$ cat src/design/notice_pkg.sv
// Constants, field layouts and carrier types for the notice flag manager.
// Assumes a single 10 MHz system clock and an AHB-Lite register bus.
//
// Overview of operation
// Auto-clear on: a raised notice drops by itself once its clear condition holds.
// Auto-clear off: a raised notice stays up until a clear request arrives.
// A clear request only drops a notice whose clear condition holds now, or, for event notices, has held since the raise.
// The clear input pin acts as a clear request, like the clear command.
// All notice bits are low after power-on reset.
// History keeps 16 newest notices, newest first, dropping the oldest when full.
// Each history entry holds notice code, raise time and notice item.
// History is readable by register and emptied by a clear command.
// History is volatile and empty after every power-up.
// User-I/O notice follows the selected output signal being on.
// Over-temperature notice above threshold; clear condition below threshold.
// Tool speed notice above limit; clear condition below limit.
// Axis speed notice when any axis is over; clear needs all below.
// Start error on start toward a limited direction or while not ready.
// Homing start error on homing input while coordinates are not set.
// Preset request notice on preset input; clear once origin is rewritten.
// With mismatch reporting on, raise mismatch notice while mechanism differs.
// Serial link error notice on link error; clear after a good exchange.
// Tool limit notices per direction: any of X, Y, Z over; clear when all within.
// Axis limit notices per direction: any axis over; clear when all within.
// Auto clear drops the notice bit and the combined output if no other holds it.
// Combined notice output is high while any notice bit is raised.
package notice_pkg;
    localparam int CLK_PERIOD_NS = 100;
    localparam int TIME_TICK_NS = 1000000;
    localparam int TIME_TICK_CYCLES = TIME_TICK_NS / CLK_PERIOD_NS;
    localparam int NUM_AXES = 8;
    localparam int NUM_NOTICES = 13;
    localparam int HIST_DEPTH = 16;
    localparam int NUM_PINS = 4;
    // Notice items
    localparam int N_USER_IO = 0;
    localparam int N_TEMP = 1;
    localparam int N_TOOL_SPD = 2;
    localparam int N_AXIS_SPD = 3;
    localparam int N_START = 4;
    localparam int N_HOMING = 5;
    localparam int N_PRESET = 6;
    localparam int N_MISMATCH = 7;
    localparam int N_SERIAL = 8;
    localparam int N_TOOL_POS = 9;
    localparam int N_TOOL_NEG = 10;
    localparam int N_AXIS_POS = 11;
    localparam int N_AXIS_NEG = 12;
    // Pin positions in the synchroniser
    localparam int P_CLEAR = 0;
    localparam int P_HOME_ALL = 1;
    localparam int P_HOME_ROBOT = 2;
    localparam int P_PRESET = 3;
    // Register byte offsets
    localparam logic [7:0] ADDR_CTRL = 8'h00;
    localparam logic [7:0] ADDR_USRIO_SEL = 8'h04;
    localparam logic [7:0] ADDR_TEMP_LIMIT = 8'h08;
    localparam logic [7:0] ADDR_TOOL_LIMIT = 8'h0C;
    localparam logic [7:0] ADDR_STATUS = 8'h10;
    localparam logic [7:0] ADDR_HIST_COUNT = 8'h14;
    localparam logic [7:0] ADDR_HIST_SEL = 8'h18;
    localparam logic [7:0] ADDR_HIST_CODE = 8'h1C;
    localparam logic [7:0] ADDR_HIST_TIME = 8'h20;
    localparam logic [7:0] ADDR_AXIS_LIMIT = 8'h40;
    // Control fields
    localparam int CTRL_AUTO_CLEAR = 0;
    localparam int CTRL_MISMATCH_EN = 1;
    localparam int CTRL_CLR_NOTICE = 8;
    localparam int CTRL_CLR_HIST = 9;
    localparam int HC_ITEM_LSB = 16;
    localparam logic [7:0] TEMP_LIMIT_RST = 8'h55;
    localparam logic [7:0] USRIO_SEL_RST = 8'h00;
    localparam logic [15:0] NOTICE_CODE_BASE = 16'h0100;
    localparam logic [1:0] HTRANS_NONSEQ = 2'h2;

    typedef struct packed {
        logic [7:0] temp;
        logic [31:0] tool_speed;
        logic [NUM_AXES-1:0][31:0] axis_speed;
    } monitor_type;

    typedef struct packed {
        logic [2:0] tool_pos_over;
        logic [2:0] tool_neg_over;
        logic [NUM_AXES-1:0] axis_pos_over;
        logic [NUM_AXES-1:0] axis_neg_over;
    } limit_type;

    typedef struct packed {
        logic [15:0] code;
        logic [4:0] item;
        logic [31:0] stamp;
    } hist_entry_type;
endpackage

$ cat src/design/notice_flag.sv
// One notice bit with its set and clear policy.
// Assumes raise and clear inputs are synchronous to i_clock.
`timescale 1ns/10ps
module notice_flag #(
    parameter bit STICKY_CLEAR = 1'b0
) (
    input wire logic i_clock,
    input wire logic i_rst_b,
    input wire logic i_raise,
    input wire logic i_clear_cond,
    input wire logic i_auto_clear,
    input wire logic i_clear_req,
    output logic o_flag,
    output logic o_rise
);
    logic flag_ff;
    logic rise_ff;
    logic cond_ff;
    logic cond_eff;

    // Event-type clear conditions are remembered until the next raise
    assign cond_eff = i_clear_cond | (STICKY_CLEAR & cond_ff);

    always_ff @(posedge i_clock or negedge i_rst_b) begin
        if (!i_rst_b) begin
            cond_ff <= 1'b0;
        end else if (i_raise) begin
            cond_ff <= 1'b0;
        end else if (i_clear_cond) begin
            cond_ff <= 1'b1;
        end
    end

    always_ff @(posedge i_clock or negedge i_rst_b) begin
        if (!i_rst_b) begin
            flag_ff <= 1'b0;
        end else if (i_raise) begin
            flag_ff <= 1'b1;
        end else if (flag_ff && cond_eff && (i_auto_clear || i_clear_req)) begin
            flag_ff <= 1'b0;
        end
    end

    always_ff @(posedge i_clock or negedge i_rst_b) begin
        if (!i_rst_b) begin
            rise_ff <= 1'b0;
        end else begin
            rise_ff <= i_raise & ~flag_ff;
        end
    end

    assign o_flag = flag_ff;
    assign o_rise = rise_ff;
endmodule

$ cat src/design/notice_flag_manager.sv
// Notice flag manager: notice bits, combined output, history, AHB-Lite registers.
// Assumes monitor inputs come from logic on I_CLOCK; pin inputs are asynchronous.
//
// The address map and the AHB-Lite slave port are this design's own decisions.
`timescale 1ns/10ps
module notice_flag_manager
    import notice_pkg::*;
#(
    parameter int TICK_CYCLES = TIME_TICK_CYCLES
) (
    input wire logic I_CLOCK,
    input wire logic I_RST_B,
    input wire logic I_HSEL,
    input wire logic [31:0] I_HADDR,
    input wire logic [1:0] I_HTRANS,
    input wire logic I_HWRITE,
    input wire logic [2:0] I_HSIZE,
    input wire logic [31:0] I_HWDATA,
    input wire logic I_HREADY,
    output logic [31:0] O_HRDATA,
    output logic O_HREADYOUT,
    output logic O_HRESP,
    input wire logic I_NOTICE_CLEAR_INPUT,
    input wire logic I_HOME_ALL_INPUT,
    input wire logic I_HOME_ROBOT_INPUT,
    input wire logic I_PRESET_INPUT,
    input wire logic [255:0] I_USER_OUTPUTS,
    input wire logic I_COORDS_SET_OUTPUT,
    input wire monitor_type I_MONITOR,
    input wire limit_type I_LIMITS,
    input wire logic [NUM_AXES-1:0] I_MECH_MISMATCH,
    input wire logic I_START_REQ,
    input wire logic I_START_DIR_POS,
    input wire logic I_READY,
    input wire logic I_START_OK,
    input wire logic I_ORIGIN_REWRITTEN,
    input wire logic I_SERIAL_ERR,
    input wire logic I_SERIAL_OK,
    output logic [NUM_NOTICES-1:0] O_NOTICE_BITS,
    output logic O_NOTICE_ANY_OUTPUT
);
    if (TICK_CYCLES < 1) begin : g_bad_tick
        $error("TICK_CYCLES must be at least 1");
    end

    // ------------------------------------------------------------
    // Pin synchronisers
    // ------------------------------------------------------------
    logic [NUM_PINS-1:0] pin_raw;
    logic [NUM_PINS-1:0] pin_meta_ff;
    logic [NUM_PINS-1:0] pin_sync_ff;
    logic [NUM_PINS-1:0] pin_prev_ff;
    logic [NUM_PINS-1:0] pin_edge;

    assign pin_raw = {I_PRESET_INPUT, I_HOME_ROBOT_INPUT, I_HOME_ALL_INPUT, I_NOTICE_CLEAR_INPUT};

    always_ff @(posedge I_CLOCK or negedge I_RST_B) begin
        if (!I_RST_B) begin
            pin_meta_ff <= '0;
            pin_sync_ff <= '0;
            pin_prev_ff <= '0;
        end else begin
            pin_meta_ff <= pin_raw;
            pin_sync_ff <= pin_meta_ff;
            pin_prev_ff <= pin_sync_ff;
        end
    end

    assign pin_edge = pin_sync_ff & ~pin_prev_ff;

    // ------------------------------------------------------------
    // Bus slave
    // ------------------------------------------------------------
    logic wr_pend_ff;
    logic [7:0] wr_addr_ff;
    logic [31:0] hrdata_ff;
    logic auto_clear_ff;
    logic mismatch_en_ff;
    logic clr_notice_ff;
    logic clr_hist_ff;
    logic [7:0] usrio_sel_ff;
    logic [7:0] temp_limit_ff;
    logic [31:0] tool_limit_ff;
    logic [3:0] hist_sel_ff;
    logic [NUM_AXES-1:0][31:0] axis_limit_ff;
    logic addr_valid;
    logic [31:0] rd_mux;
    logic [NUM_NOTICES-1:0] notice;
    logic [4:0] hist_count_ff;
    hist_entry_type hist_rd;

    // Sub-word writes land in the whole word; only word transfers are used
    assign addr_valid = I_HSEL & I_HREADY & (I_HTRANS == HTRANS_NONSEQ);

    always_ff @(posedge I_CLOCK or negedge I_RST_B) begin
        if (!I_RST_B) begin
            wr_pend_ff <= 1'b0;
            wr_addr_ff <= 8'h00;
        end else begin
            wr_pend_ff <= addr_valid & I_HWRITE;
            wr_addr_ff <= I_HADDR[7:0];
        end
    end

    always_ff @(posedge I_CLOCK or negedge I_RST_B) begin
        if (!I_RST_B) begin
            auto_clear_ff <= 1'b1;
            mismatch_en_ff <= 1'b1;
            clr_notice_ff <= 1'b0;
            clr_hist_ff <= 1'b0;
            usrio_sel_ff <= USRIO_SEL_RST;
            temp_limit_ff <= TEMP_LIMIT_RST;
            tool_limit_ff <= '0;
            hist_sel_ff <= 4'h0;
            axis_limit_ff <= '0;
        end else begin
            clr_notice_ff <= 1'b0;
            clr_hist_ff <= 1'b0;
            if (wr_pend_ff) begin
                case (wr_addr_ff)
                    ADDR_CTRL: begin
                        auto_clear_ff <= I_HWDATA[CTRL_AUTO_CLEAR];
                        mismatch_en_ff <= I_HWDATA[CTRL_MISMATCH_EN];
                        clr_notice_ff <= I_HWDATA[CTRL_CLR_NOTICE];
                        clr_hist_ff <= I_HWDATA[CTRL_CLR_HIST];
                    end
                    ADDR_USRIO_SEL: usrio_sel_ff <= I_HWDATA[7:0];
                    ADDR_TEMP_LIMIT: temp_limit_ff <= I_HWDATA[7:0];
                    ADDR_TOOL_LIMIT: tool_limit_ff <= I_HWDATA;
                    ADDR_HIST_SEL: hist_sel_ff <= I_HWDATA[3:0];
                    default: begin
                        for (int i = 0; i < NUM_AXES; i++) begin
                            if (wr_addr_ff == ADDR_AXIS_LIMIT + 8'(4 * i)) begin
                                axis_limit_ff[i] <= I_HWDATA;
                            end
                        end
                    end
                endcase
            end
        end
    end

    always_comb begin
        rd_mux = 32'h0000_0000;
        case (I_HADDR[7:0])
            ADDR_CTRL: begin
                rd_mux[CTRL_AUTO_CLEAR] = auto_clear_ff;
                rd_mux[CTRL_MISMATCH_EN] = mismatch_en_ff;
            end
            ADDR_USRIO_SEL: rd_mux[7:0] = usrio_sel_ff;
            ADDR_TEMP_LIMIT: rd_mux[7:0] = temp_limit_ff;
            ADDR_TOOL_LIMIT: rd_mux = tool_limit_ff;
            ADDR_STATUS: rd_mux[NUM_NOTICES-1:0] = notice;
            ADDR_HIST_COUNT: rd_mux[4:0] = hist_count_ff;
            ADDR_HIST_SEL: rd_mux[3:0] = hist_sel_ff;
            ADDR_HIST_CODE: rd_mux = {11'h000, hist_rd.item, hist_rd.code};
            ADDR_HIST_TIME: rd_mux = hist_rd.stamp;
            default: begin
                for (int i = 0; i < NUM_AXES; i++) begin
                    if (I_HADDR[7:0] == ADDR_AXIS_LIMIT + 8'(4 * i)) begin
                        rd_mux = axis_limit_ff[i];
                    end
                end
            end
        endcase
    end

    // Read data is prepared at the address phase so the slave needs no wait state
    always_ff @(posedge I_CLOCK or negedge I_RST_B) begin
        if (!I_RST_B) begin
            hrdata_ff <= 32'h0000_0000;
        end else if (addr_valid && !I_HWRITE) begin
            hrdata_ff <= rd_mux;
        end
    end

    assign O_HRDATA = hrdata_ff;
    assign O_HREADYOUT = 1'b1;
    assign O_HRESP = 1'b0;

    // ------------------------------------------------------------
    // Notice conditions
    // ------------------------------------------------------------
    logic [NUM_NOTICES-1:0] raise;
    logic [NUM_NOTICES-1:0] clear_cond;
    logic [NUM_NOTICES-1:0] rise;
    logic [NUM_AXES-1:0] axis_over;
    logic [NUM_AXES-1:0] axis_under;
    logic pos_blocked;
    logic neg_blocked;
    logic usr_on;
    logic clear_req;

    for (genvar a = 0; a < NUM_AXES; a++) begin : g_axis
        assign axis_over[a] = (axis_limit_ff[a] != '0)
            && (I_MONITOR.axis_speed[a] > axis_limit_ff[a]);
        assign axis_under[a] = (axis_limit_ff[a] == '0)
            || (I_MONITOR.axis_speed[a] < axis_limit_ff[a]);
    end

    assign usr_on = I_USER_OUTPUTS[usrio_sel_ff];
    assign pos_blocked = (|I_LIMITS.tool_pos_over) | (|I_LIMITS.axis_pos_over);
    assign neg_blocked = (|I_LIMITS.tool_neg_over) | (|I_LIMITS.axis_neg_over);
    assign clear_req = pin_sync_ff[P_CLEAR] | clr_notice_ff;

    always_comb begin
        raise[N_USER_IO] = usr_on;
        clear_cond[N_USER_IO] = ~usr_on;
        raise[N_TEMP] = I_MONITOR.temp > temp_limit_ff;
        clear_cond[N_TEMP] = I_MONITOR.temp < temp_limit_ff;
        raise[N_TOOL_SPD] = (tool_limit_ff != '0) && (I_MONITOR.tool_speed > tool_limit_ff);
        clear_cond[N_TOOL_SPD] = (tool_limit_ff == '0) || (I_MONITOR.tool_speed < tool_limit_ff);
        raise[N_AXIS_SPD] = |axis_over;
        clear_cond[N_AXIS_SPD] = &axis_under;
        raise[N_START] = I_START_REQ
            && (!I_READY || (I_START_DIR_POS ? pos_blocked : neg_blocked));
        clear_cond[N_START] = I_START_OK;
        raise[N_HOMING] = (pin_edge[P_HOME_ALL] | pin_edge[P_HOME_ROBOT])
            & ~I_COORDS_SET_OUTPUT;
        clear_cond[N_HOMING] = I_START_OK;
        raise[N_PRESET] = pin_edge[P_PRESET];
        clear_cond[N_PRESET] = I_ORIGIN_REWRITTEN;
        raise[N_MISMATCH] = mismatch_en_ff & (|I_MECH_MISMATCH);
        clear_cond[N_MISMATCH] = ~|I_MECH_MISMATCH;
        raise[N_SERIAL] = I_SERIAL_ERR;
        clear_cond[N_SERIAL] = I_SERIAL_OK;
        raise[N_TOOL_POS] = |I_LIMITS.tool_pos_over;
        clear_cond[N_TOOL_POS] = ~|I_LIMITS.tool_pos_over;
        raise[N_TOOL_NEG] = |I_LIMITS.tool_neg_over;
        clear_cond[N_TOOL_NEG] = ~|I_LIMITS.tool_neg_over;
        raise[N_AXIS_POS] = |I_LIMITS.axis_pos_over;
        clear_cond[N_AXIS_POS] = ~|I_LIMITS.axis_pos_over;
        raise[N_AXIS_NEG] = |I_LIMITS.axis_neg_over;
        clear_cond[N_AXIS_NEG] = ~|I_LIMITS.axis_neg_over;
    end

    // Event clears (start, homing, preset, serial) are remembered until the next raise
    for (genvar n = 0; n < NUM_NOTICES; n++) begin : g_notice
        localparam bit STICKY = (n == N_START) || (n == N_HOMING)
            || (n == N_PRESET) || (n == N_SERIAL);
        notice_flag #(.STICKY_CLEAR(STICKY)) u_flag (
            .i_clock(I_CLOCK),
            .i_rst_b(I_RST_B),
            .i_raise(raise[n]),
            .i_clear_cond(clear_cond[n]),
            .i_auto_clear(auto_clear_ff),
            .i_clear_req(clear_req),
            .o_flag(notice[n]),
            .o_rise(rise[n])
        );
    end

    assign O_NOTICE_BITS = notice;

    logic any_ff;

    always_ff @(posedge I_CLOCK or negedge I_RST_B) begin
        if (!I_RST_B) begin
            any_ff <= 1'b0;
        end else begin
            any_ff <= |notice;
        end
    end

    assign O_NOTICE_ANY_OUTPUT = any_ff;

    // ------------------------------------------------------------
    // Notice history
    // ------------------------------------------------------------
    hist_entry_type hist_mem [HIST_DEPTH];
    logic [3:0] wptr_ff;
    logic [NUM_NOTICES-1:0] pend_ff;
    logic [NUM_NOTICES-1:0] grant;
    logic [4:0] grant_idx;
    logic push;
    logic [31:0] stamp_ff;
    logic [31:0] tick_ff;
    logic [3:0] rd_ptr;

    always_comb begin
        grant = '0;
        grant_idx = 5'h00;
        for (int i = NUM_NOTICES - 1; i >= 0; i--) begin
            if (pend_ff[i]) begin
                grant = '0;
                grant[i] = 1'b1;
                grant_idx = 5'(i);
            end
        end
    end

    assign push = (|pend_ff) & ~clr_hist_ff;

    // New rises are kept even when a grant or a history clear lands in the same cycle
    always_ff @(posedge I_CLOCK or negedge I_RST_B) begin
        if (!I_RST_B) begin
            pend_ff <= '0;
        end else if (clr_hist_ff) begin
            pend_ff <= rise;
        end else begin
            pend_ff <= (pend_ff & ~grant) | rise;
        end
    end

    always_ff @(posedge I_CLOCK or negedge I_RST_B) begin
        if (!I_RST_B) begin
            tick_ff <= '0;
            stamp_ff <= '0;
        end else if (tick_ff == 32'(TICK_CYCLES - 1)) begin
            tick_ff <= '0;
            stamp_ff <= stamp_ff + 32'h0000_0001;
        end else begin
            tick_ff <= tick_ff + 32'h0000_0001;
        end
    end

    always_ff @(posedge I_CLOCK or negedge I_RST_B) begin
        if (!I_RST_B) begin
            wptr_ff <= 4'h0;
            hist_count_ff <= 5'h00;
        end else if (clr_hist_ff) begin
            wptr_ff <= 4'h0;
            hist_count_ff <= 5'h00;
        end else if (push) begin
            wptr_ff <= wptr_ff + 4'h1;
            if (hist_count_ff != 5'(HIST_DEPTH)) begin
                hist_count_ff <= hist_count_ff + 5'h01;
            end
        end
    end

    // Storage needs no reset: the count alone says what is valid
    always_ff @(posedge I_CLOCK) begin
        if (push) begin
            hist_mem[wptr_ff] <= '{code: NOTICE_CODE_BASE + 16'(grant_idx),
                                   item: grant_idx, stamp: stamp_ff};
        end
    end

    // Selector 0 is the newest entry
    assign rd_ptr = wptr_ff - 4'h1 - hist_sel_ff;
    assign hist_rd = ({1'b0, hist_sel_ff} < hist_count_ff) ? hist_mem[rd_ptr] : '0;
endmodule

$ cat config.mk
export PLATFORM = sky130hd
export DESIGN_NAME = notice_flag_manager
export DESIGN_NICKNAME = d
export VERILOG_FILES = /design/src/design/notice_pkg.sv /design/src/design/notice_flag.sv /design/src/design/notice_flag_manager.sv
export SDC_FILE = /design/constraint.sdc
export NUM_CORES = 2
export LEC_CHECK = 0
export ABC_CLOCK_PERIOD_IN_PS = 4340
export BUFFER_PORTS_ARGS = -buffer_cell sky130_fd_sc_hd__clkbuf_2
export CAP_MARGIN = 0
export CORE_ASPECT_RATIO = 0.5
export CORE_UTILIZATION = 53
export DETAILED_ROUTE_END_ITERATION = 10
export PLACE_DENSITY = 0.72
export SLEW_MARGIN = 20
export SYNTH_ARGS = -nofsm -noshare
export SYNTH_HDL_FRONTEND = slang
export SYNTH_SLANG_ARGS = --single-unit
$ cat constraint.sdc
create_clock -name I_CLOCK -period 4.34 [get_ports I_CLOCK]
set_input_delay 0.434 -clock I_CLOCK [delete_from_list [all_inputs] [get_ports I_CLOCK]]
set_output_delay 0.434 -clock I_CLOCK [all_outputs]
set_load 0.05 [all_outputs]
# After elaboration in Yosys (flattened, before gate mapping)
# Memory sizes are Yosys's and may differ from the RTL's.
# Cells that the tools add are included.
[word_totals]
reg_bits = 482
latchBits = 0
ram_bits = 752
mem_bits_ro = 0
inputBits = 668
out_inout_bits = 48
wordCells = 380
mem_count = 1
[classes]
n_addsub = 7
n_mul = 0
div_mod_pow = 0
magnitude_cmp = 22
n_eq_ne = 31
n_shift = 0
mux = 90
bitwise = 49
n_reduce_logical = 122
[memory_table]
columns = ["name", "depth", "width", "rd", "rd_ports_with_merged_regs", "wr", "line", "source"]
rows = [
  ["hist_mem", 16, 47, 1, 0, 1, "notice_flag_manager.sv:270", "hist_entry_type hist_mem [HIST_DEPTH];"],
]
[ops]
columns = ["cell", "count"]
rows = [
  ["> comparator 32 bit", 9],
  ["logical NOT 32 bit", 9],
  ["< comparator 32 bit", 9],
  ["two-way mux 32 bit", 9],
  ["nonzero test 32 bit", 9],
  ["two-way mux 13 bit", 14],
  ["== test 8 x 7 -> 1 bit, second input constant", 16],
  ["case mux 19 bit (4 select lines)", 1],
  ["two-way mux 5 bit", 15],
  ["adder 32 x 1 -> 32 bit, second input constant", 2],
  ["two-way mux 53 bit", 1],
  ["two-way mux 1 bit", 41],
  ["== test 8 x 5 -> 1 bit, second input constant", 5],
  ["nonzero test 2 bit", 19],
  ["logical AND 1 bit", 37],
  ["case mux 2 bit (9 select lines)", 2],
  ["== test 32 x 14 -> 1 bit, second input constant", 1],
  ["== test 8 x 4 -> 1 bit, second input constant", 4],
  ["OR reduction 8 bit", 4],
  ["OR reduction 13 bit", 2],
  ["case mux 5 bit (5 select lines)", 1],
  ["AND reduction 3 bit", 8],
  ["case mux 3 bit (7 select lines)", 1],
  ["AND 1 bit", 19],
  ["32 further kinds", 83],
]

# Longest topological paths before layout
[depth]
depth_word = 17
depth_mapped = 11
mapped_depth_nobuf = 10

# By module
# A second synthesis with hierarchy kept.
[unflattened]
hier_cells = 3992
area_unflattened_um2 = 52730.6
[modules_own_cells]
columns = ["mod", "instances", "cells_per_inst", "area_each_um2", "seq_area_each_um2"]
rows = [
  ["notice_flag_manager", 1, 3915, 51700.8, 28589.9],
  ["notice_flag (g_notice[0].u_flag ...)", 9, 5, 68.8, 50.0],
  ["notice_flag (g_notice[4].u_flag ...)", 4, 8, 102.6, 75.1],
]

# Worst setup path before layout
# No wires, ideal clock.
[synth_timing]
path_kind = "register to register"
startpoint = "reg pend_ff[0]"
endpoint = "mem hist_mem[12][0] in the netlist's numbering, enable pin"
setup_ns = 0.424
t_arrival_ns = 2.631
required_ns = 3.916
setup_slack_ns = 1.285
path_stages_with_launch = 8
path_buffers = 0
period_less_slack_ns = 3.055
path_cell_list = "dfrtp_1 > or4_1 > nand2b_1 > or3_1 > nor3_2 > nor2_1 > and3_1 > and2_1"
[synth_via]
elab_chain_cells = 4
[synth_lines]
columns = ["item", "line", "source"]
rows = [
  ["start: declaration", "notice_flag_manager.sv:272", "logic [NUM_NOTICES-1:0] pend_ff;"],
  ["start signal: assignment", "notice_flag_manager.sv:299", "pend_ff <= rise;"],
  ["start signal: assignment", "notice_flag_manager.sv:301", "pend_ff <= (pend_ff & ~grant) | rise;"],
  ["OR reduction 13 bit", "notice_flag_manager.sv:292", "assign push = (|pend_ff) & ~clr_hist_ff;"],
  ["AND 1 bit", "notice_flag_manager.sv:292", ""],
  ["two-way mux 1 bit", "notice_flag_manager.sv:334", "if (push) begin"],
  ["two-way mux 1 bit (implied by the code)", "notice_flag_manager.sv:335", "hist_mem[wptr_ff] <= '{code: NOTICE_CODE_BASE + 16'(grant_idx),"],
  ["end: declaration", "notice_flag_manager.sv:270", ""],
]
# Every way passes these cells.

# Worst setup path after layout
[layout_timing]
startpoint = "reg hist_sel_ff[1]"
endpoint = "reg hrdata_ff[25], in the netlist O_HRDATA[25]"
[layout_via]
elab_chain_cells = 4
elab_cells_between_ends = 5
cone_classes = "add/sub: 1; order compare: 1; mux: 2; memory: 1"
[layout_lines]
columns = ["item", "line", "source"]
rows = [
  ["start: declaration", "notice_flag_manager.sv:84", "logic [3:0] hist_sel_ff;"],
  ["start signal: assignment", "notice_flag_manager.sv:130", "ADDR_HIST_SEL: hist_sel_ff <= I_HWDATA[3:0];"],
  ["subtractor 4 bit", "notice_flag_manager.sv:341", "assign rd_ptr = wptr_ff - 4'h1 - hist_sel_ff;"],
  ["memory (16 x 47 bit)", "--", ""],
  ["two-way mux 53 bit (*)", "notice_flag_manager.sv:342", "assign hist_rd = ({1'b0, hist_sel_ff} < hist_count_ff) ? hist_mem[rd_ptr] : '0;"],
  ["case mux 19 bit (4 select lines) (*)", "notice_flag_manager.sv:145", "case (I_HADDR[7:0])"],
  ["end signal: assignment", "notice_flag_manager.sv:173", "hrdata_ff <= rd_mux;"],
  ["end: declaration", "notice_flag_manager.sv:76", "logic [31:0] hrdata_ff;"],
]
# Mark *: on every way between the ends. The rest lies on a longest branch, timed or not.
# A chain may end at the register's enable or synchronous reset.

==> metrics.md <==
| Metric | Value |
|---|---|
| Outcome | finished clean |
| Startpoint types | flop |
| WP buf/inv | 2 |
| Leak | 26.1 nW |
| Tmin final | 3.69 ns |
| Clock Tree Buf Depth | 3 |
| Max Cap Viol | 0 |
| Crit path capture type | flop |
| Class of the worst hold path | in2reg |
| Area of the mapped netlist | 52500 um2 |
| Worst-path cell chain | inv_1 > fa_4 > buf_12 > mux4_2 > and2_1 > a211oi_1 > a21oi_1 > a21oi_1 > o21ai_0 |
| Maximum clock frequency | 271 MHz |
| Largest area contributor in the synthesized netlist | edfxtp_1 |
| Ranking of synthesized cells by area | edfxtp_1 (33%), dfrtp_1 (23%), mux4_2 (9.7%) |
| Final ANT Viol Nets | 0 |
| Psw | 0.00862 W |
| Final WL | 178000 um |
| Critical path's largest stage delay | 1.16 ns |
| Initial Utilization | 53.6% |
| Die area | 100000 um2 |
| DRT Pass-1 Iters | 7 |
| Main synth FF type | edfxtp_1 |
| Worst Path Required | 4.92 ns |
| Critical path class | reg2reg |
| Arr. time, crit path | 4.27 ns |
| Dpl hpwl | 128000 um |
| Pwr dens | 455 nW/um2 |
| EDFF count, synth | 576 |
| GR Overflow Total | 0 |
| Delay-heaviest family, CP | adder cells |
| Slowest CP cell | fa_4 |
| RSZ-0062 raised after global routing | false |
| Crit path top cell by count | a21oi_1 |
| Clock root buffer | clkbuf_16 |
| Post-cts repair resize count | 0 |
| Core area | 97900 um2 |
| H-tree Lvls | 3 |
| Setup violators final | 0 |
| Multi-input logic area | 21300 um2 |
| P&R area growth vs syn | 16.7% |
| Vias in the first global route | 38023 |
| FP Rows | 81 |
| Register area | 29300 um2 |
| IO Count | 716 |
| Routed WL per cell | 29.4 um |
| Filler instances | 7532 |
| CP max FO | 36 |
| Starting DRT DRC Count | 4448 |
| FFs w/ async S/R, synth | 45.5% |
| Largest net degree at the start of global routing | 165 |
| Synth top area share | 33.0% |
| First-pass GRT wire length | 255000 um |
| Setup_tns | 0 ns |
| CTS tree | built |
| Layout cell share with drive strength beyond 1 | 31.5% |
| Worst-path clk slew | 0.07 ns |
| Vias | 38109 |
| Sequential share of power | 43.9% |
| GRT Total Usage | 35.4% |
| Chip Width | 447 um |
| Yosys reg bits | 1057 |
| Clk_lat worst skew | 0.73 ns |
| Rel. slew slack | 20.4% |
| Comb power frac | 24.9% |
| Clock Sinks | 1057 |
| Setup WS pre-CTS | 0.785 ns |
| Initial antenna violation count | 9 |
| Final Hold Fails | 0 |
| DR DRC count | 0 |
| Netlist cell types | 74 |
| Num CTS Buffers | 92 |
| PortBufs | 686 |
| Crit share post-route | 84.9% |
| Syn_nets | 4880 |
| RePlAce Congestion | 1.01 |
| Fin nets | 5610 |
| Worst slew pin tran | 1.19 ns |
| Worst Slack Setup Final | 0.653 ns |
| Synth warn | 0 |
| Clock power frac | 31.2% |
| Cells after Synth | 3901 |
| Worst Clk Skew | 0.0722 ns |
| VDD IR max | 0.000428 V |
| Sw frac | 30.9% |
| Sequential-to-total area share from yosys stat | 55.9% |
| Finished Core Util | 62.6% |
| Die height | 225 um |
| Fin. max-slew vios | 0 |
| Mean post-synth cell area | 13.5 um2 |
| Internal power | 0.0193 W |
| Vias per inst | 6.31 |
==> power by group through the flow <==
stage	logic [W]	registers [W]	clock network (W)
5_1_grt	0.00742	0.0123	0.00910
4_1_cts	0.00695	0.0122	0.00874
2_1_floorplan	0.00415	0.0123	0
3_5_place_dp	0.00685	0.0124	0
3_3_place_gp	0.00674	0.0124	0
6_report	0.00695	0.0122	0.00869
==> kinds of logic after synthesis <==
| logic type | share of synthesized area [%] |
|---|---|
| buffers and inverters | 3.74 |
| other | 0.0143 |
| adder cells (fa/ha/maj) | 7.43 |
| flip-flops | 55.9 |
| XOR/XNOR | 1.18 |
| AND/OR/NAND/NOR | 8.13 |
| multiplexers | 15.9 |
| AO/OA/AOI/OAI | 7.65 |
==> path summary, 6_finish.rpt <==
check | cells past startpoint | endpoint | start | slack (ns)
worst max-delay path | 9 | O_HRDATA[25]$_DFFE_PN0P_ | hist_sel_ff[1]$_DFFE_PN0P_ | 0.65
max in group asynchronous | 3 | tick_ff[2]$_DFF_PN0_ | I_RST_B | 2.87
worst min-delay path | 3 | g_notice[9].u_flag.o_rise$_DFF_PN0_ | I_LIMITS[19] | 0.05
worst max register to register | 9 | O_HRDATA[25]$_DFFE_PN0P_ | hist_sel_ff[1]$_DFFE_PN0P_ | 0.65
min in group asynchronous | 2 | axis_limit_ff[86]$_DFFE_PN0P_ | I_RST_B | 0.21
worst min register to register | 0 | pin_sync_ff[3]$_DFF_PN0_ | pin_meta_ff[3]$_DFF_PN0_ | 0.35
==> metal layers <==
layer | wire length, um | GRT usage (%) | vias up | share of wire [%]
met5 | 46 | 0 | - | 0.026
met1 | 71100 | 48.5 | 19305 | 40
met4 | 8070 | 14.5 | 6 | 4.5
met2 | 80300 | 54.3 | 2018 | 45
met3 | 18300 | 8.94 | 382 | 10
li1 | - | - | 16398 | -
==> flip-flops by register name, indices dropped and copies added (netlist names), 5 cells and up <==
signal and cells:
usrio_sel_ff 8, hist_mem 576, O_HRDATA 32, wr_addr_ff 8, g_notice.u_flag.o_rise 13, hist_count_ff 5
stamp_ff 32, tick_ff 32, temp_limit_ff 8, tool_limit_ff 32, pend_ff 13, axis_limit_ff 256
g_notice.u_flag.o_flag 13
==> stage by stage <==
| step | instance area (um2) | power (W) | std cells | hold slack, ns |
|---|---|---|---|---|
| final | 61300 | 0.0279 | 6044 | 0.0542 |
| after global routing | 61300 | 0.0288 | 6040 | 0.0678 |
| after CTS | 61200 | 0.0279 | 6037 | 0.0179 |
| after detailed placement | 57800 | 0.0193 | 5838 | 0.301 |
| after global placement | 57800 | 0.0191 | 5838 | 0.304 |
| after floorplan | 52500 | 0.0165 | 3901 | 0.138 |
==> cell usage in the layout, fill, tap and decap left out, types with 26 or more instances in the layout <==
master,n
a211oi_1,37
a21o_1,28
a21oi_1,169
a221oi_1,27
a222oi_1,45
a22oi_1,56
and2_1,29
and3_1,29
buf_4,77
clkbuf_16,95
clkbuf_2,685
dfrtp_1,473
dlygate4sd3_1,27
edfxtp_1,576
ha_1,309
inv_1,325
mux2_2,270
mux2i_1,26
mux4_2,225
nand2_1,234
nand3_1,93
nand4_1,86
nor2_1,138
nor3_1,29
nor4_1,101
o211ai_1,27
o21ai_0,113
xnor2_1,49
==> synth_stat cells, types with 94 or more instances <==
cell type / number
dfrtp_1: 475
inv_1: 325
edfxtp_1: 576
a21oi_1: 169
nand2_1: 234
o21ai_0: 113
clkbuf_1: 94
nor4_1: 101
ha_1: 310
nor2_1: 147
mux2_2: 270
mux4_2: 225
==> layout make-up <==
cell class / count / area share [%]
repair buffers: 803 / 7.43
well taps: 1328 / 2.71
diodes: 7 / 0.0286
clock inverters: 42 / 0.811
flip-flops and latches: 1057 / 47.9
clock buffers: 130 / 4.37
inverters: 325 / 1.99
multi-input cells: 2352 / 34.8
==> what timing repair did <==
item | in CTS | in global routing
setup buffers | 0 | 0
hold buffers | 27 | 0
setup endpoints to repair | 0 | 0
endpoints found under the hold margin | 67 | 0
==> worst min-delay path, stage by stage <==
cell	delay [ns]
clkbuf_2	0.08
nor3_1	0.07
nor2_1	0.13
(Power assumes the default switching activity.)
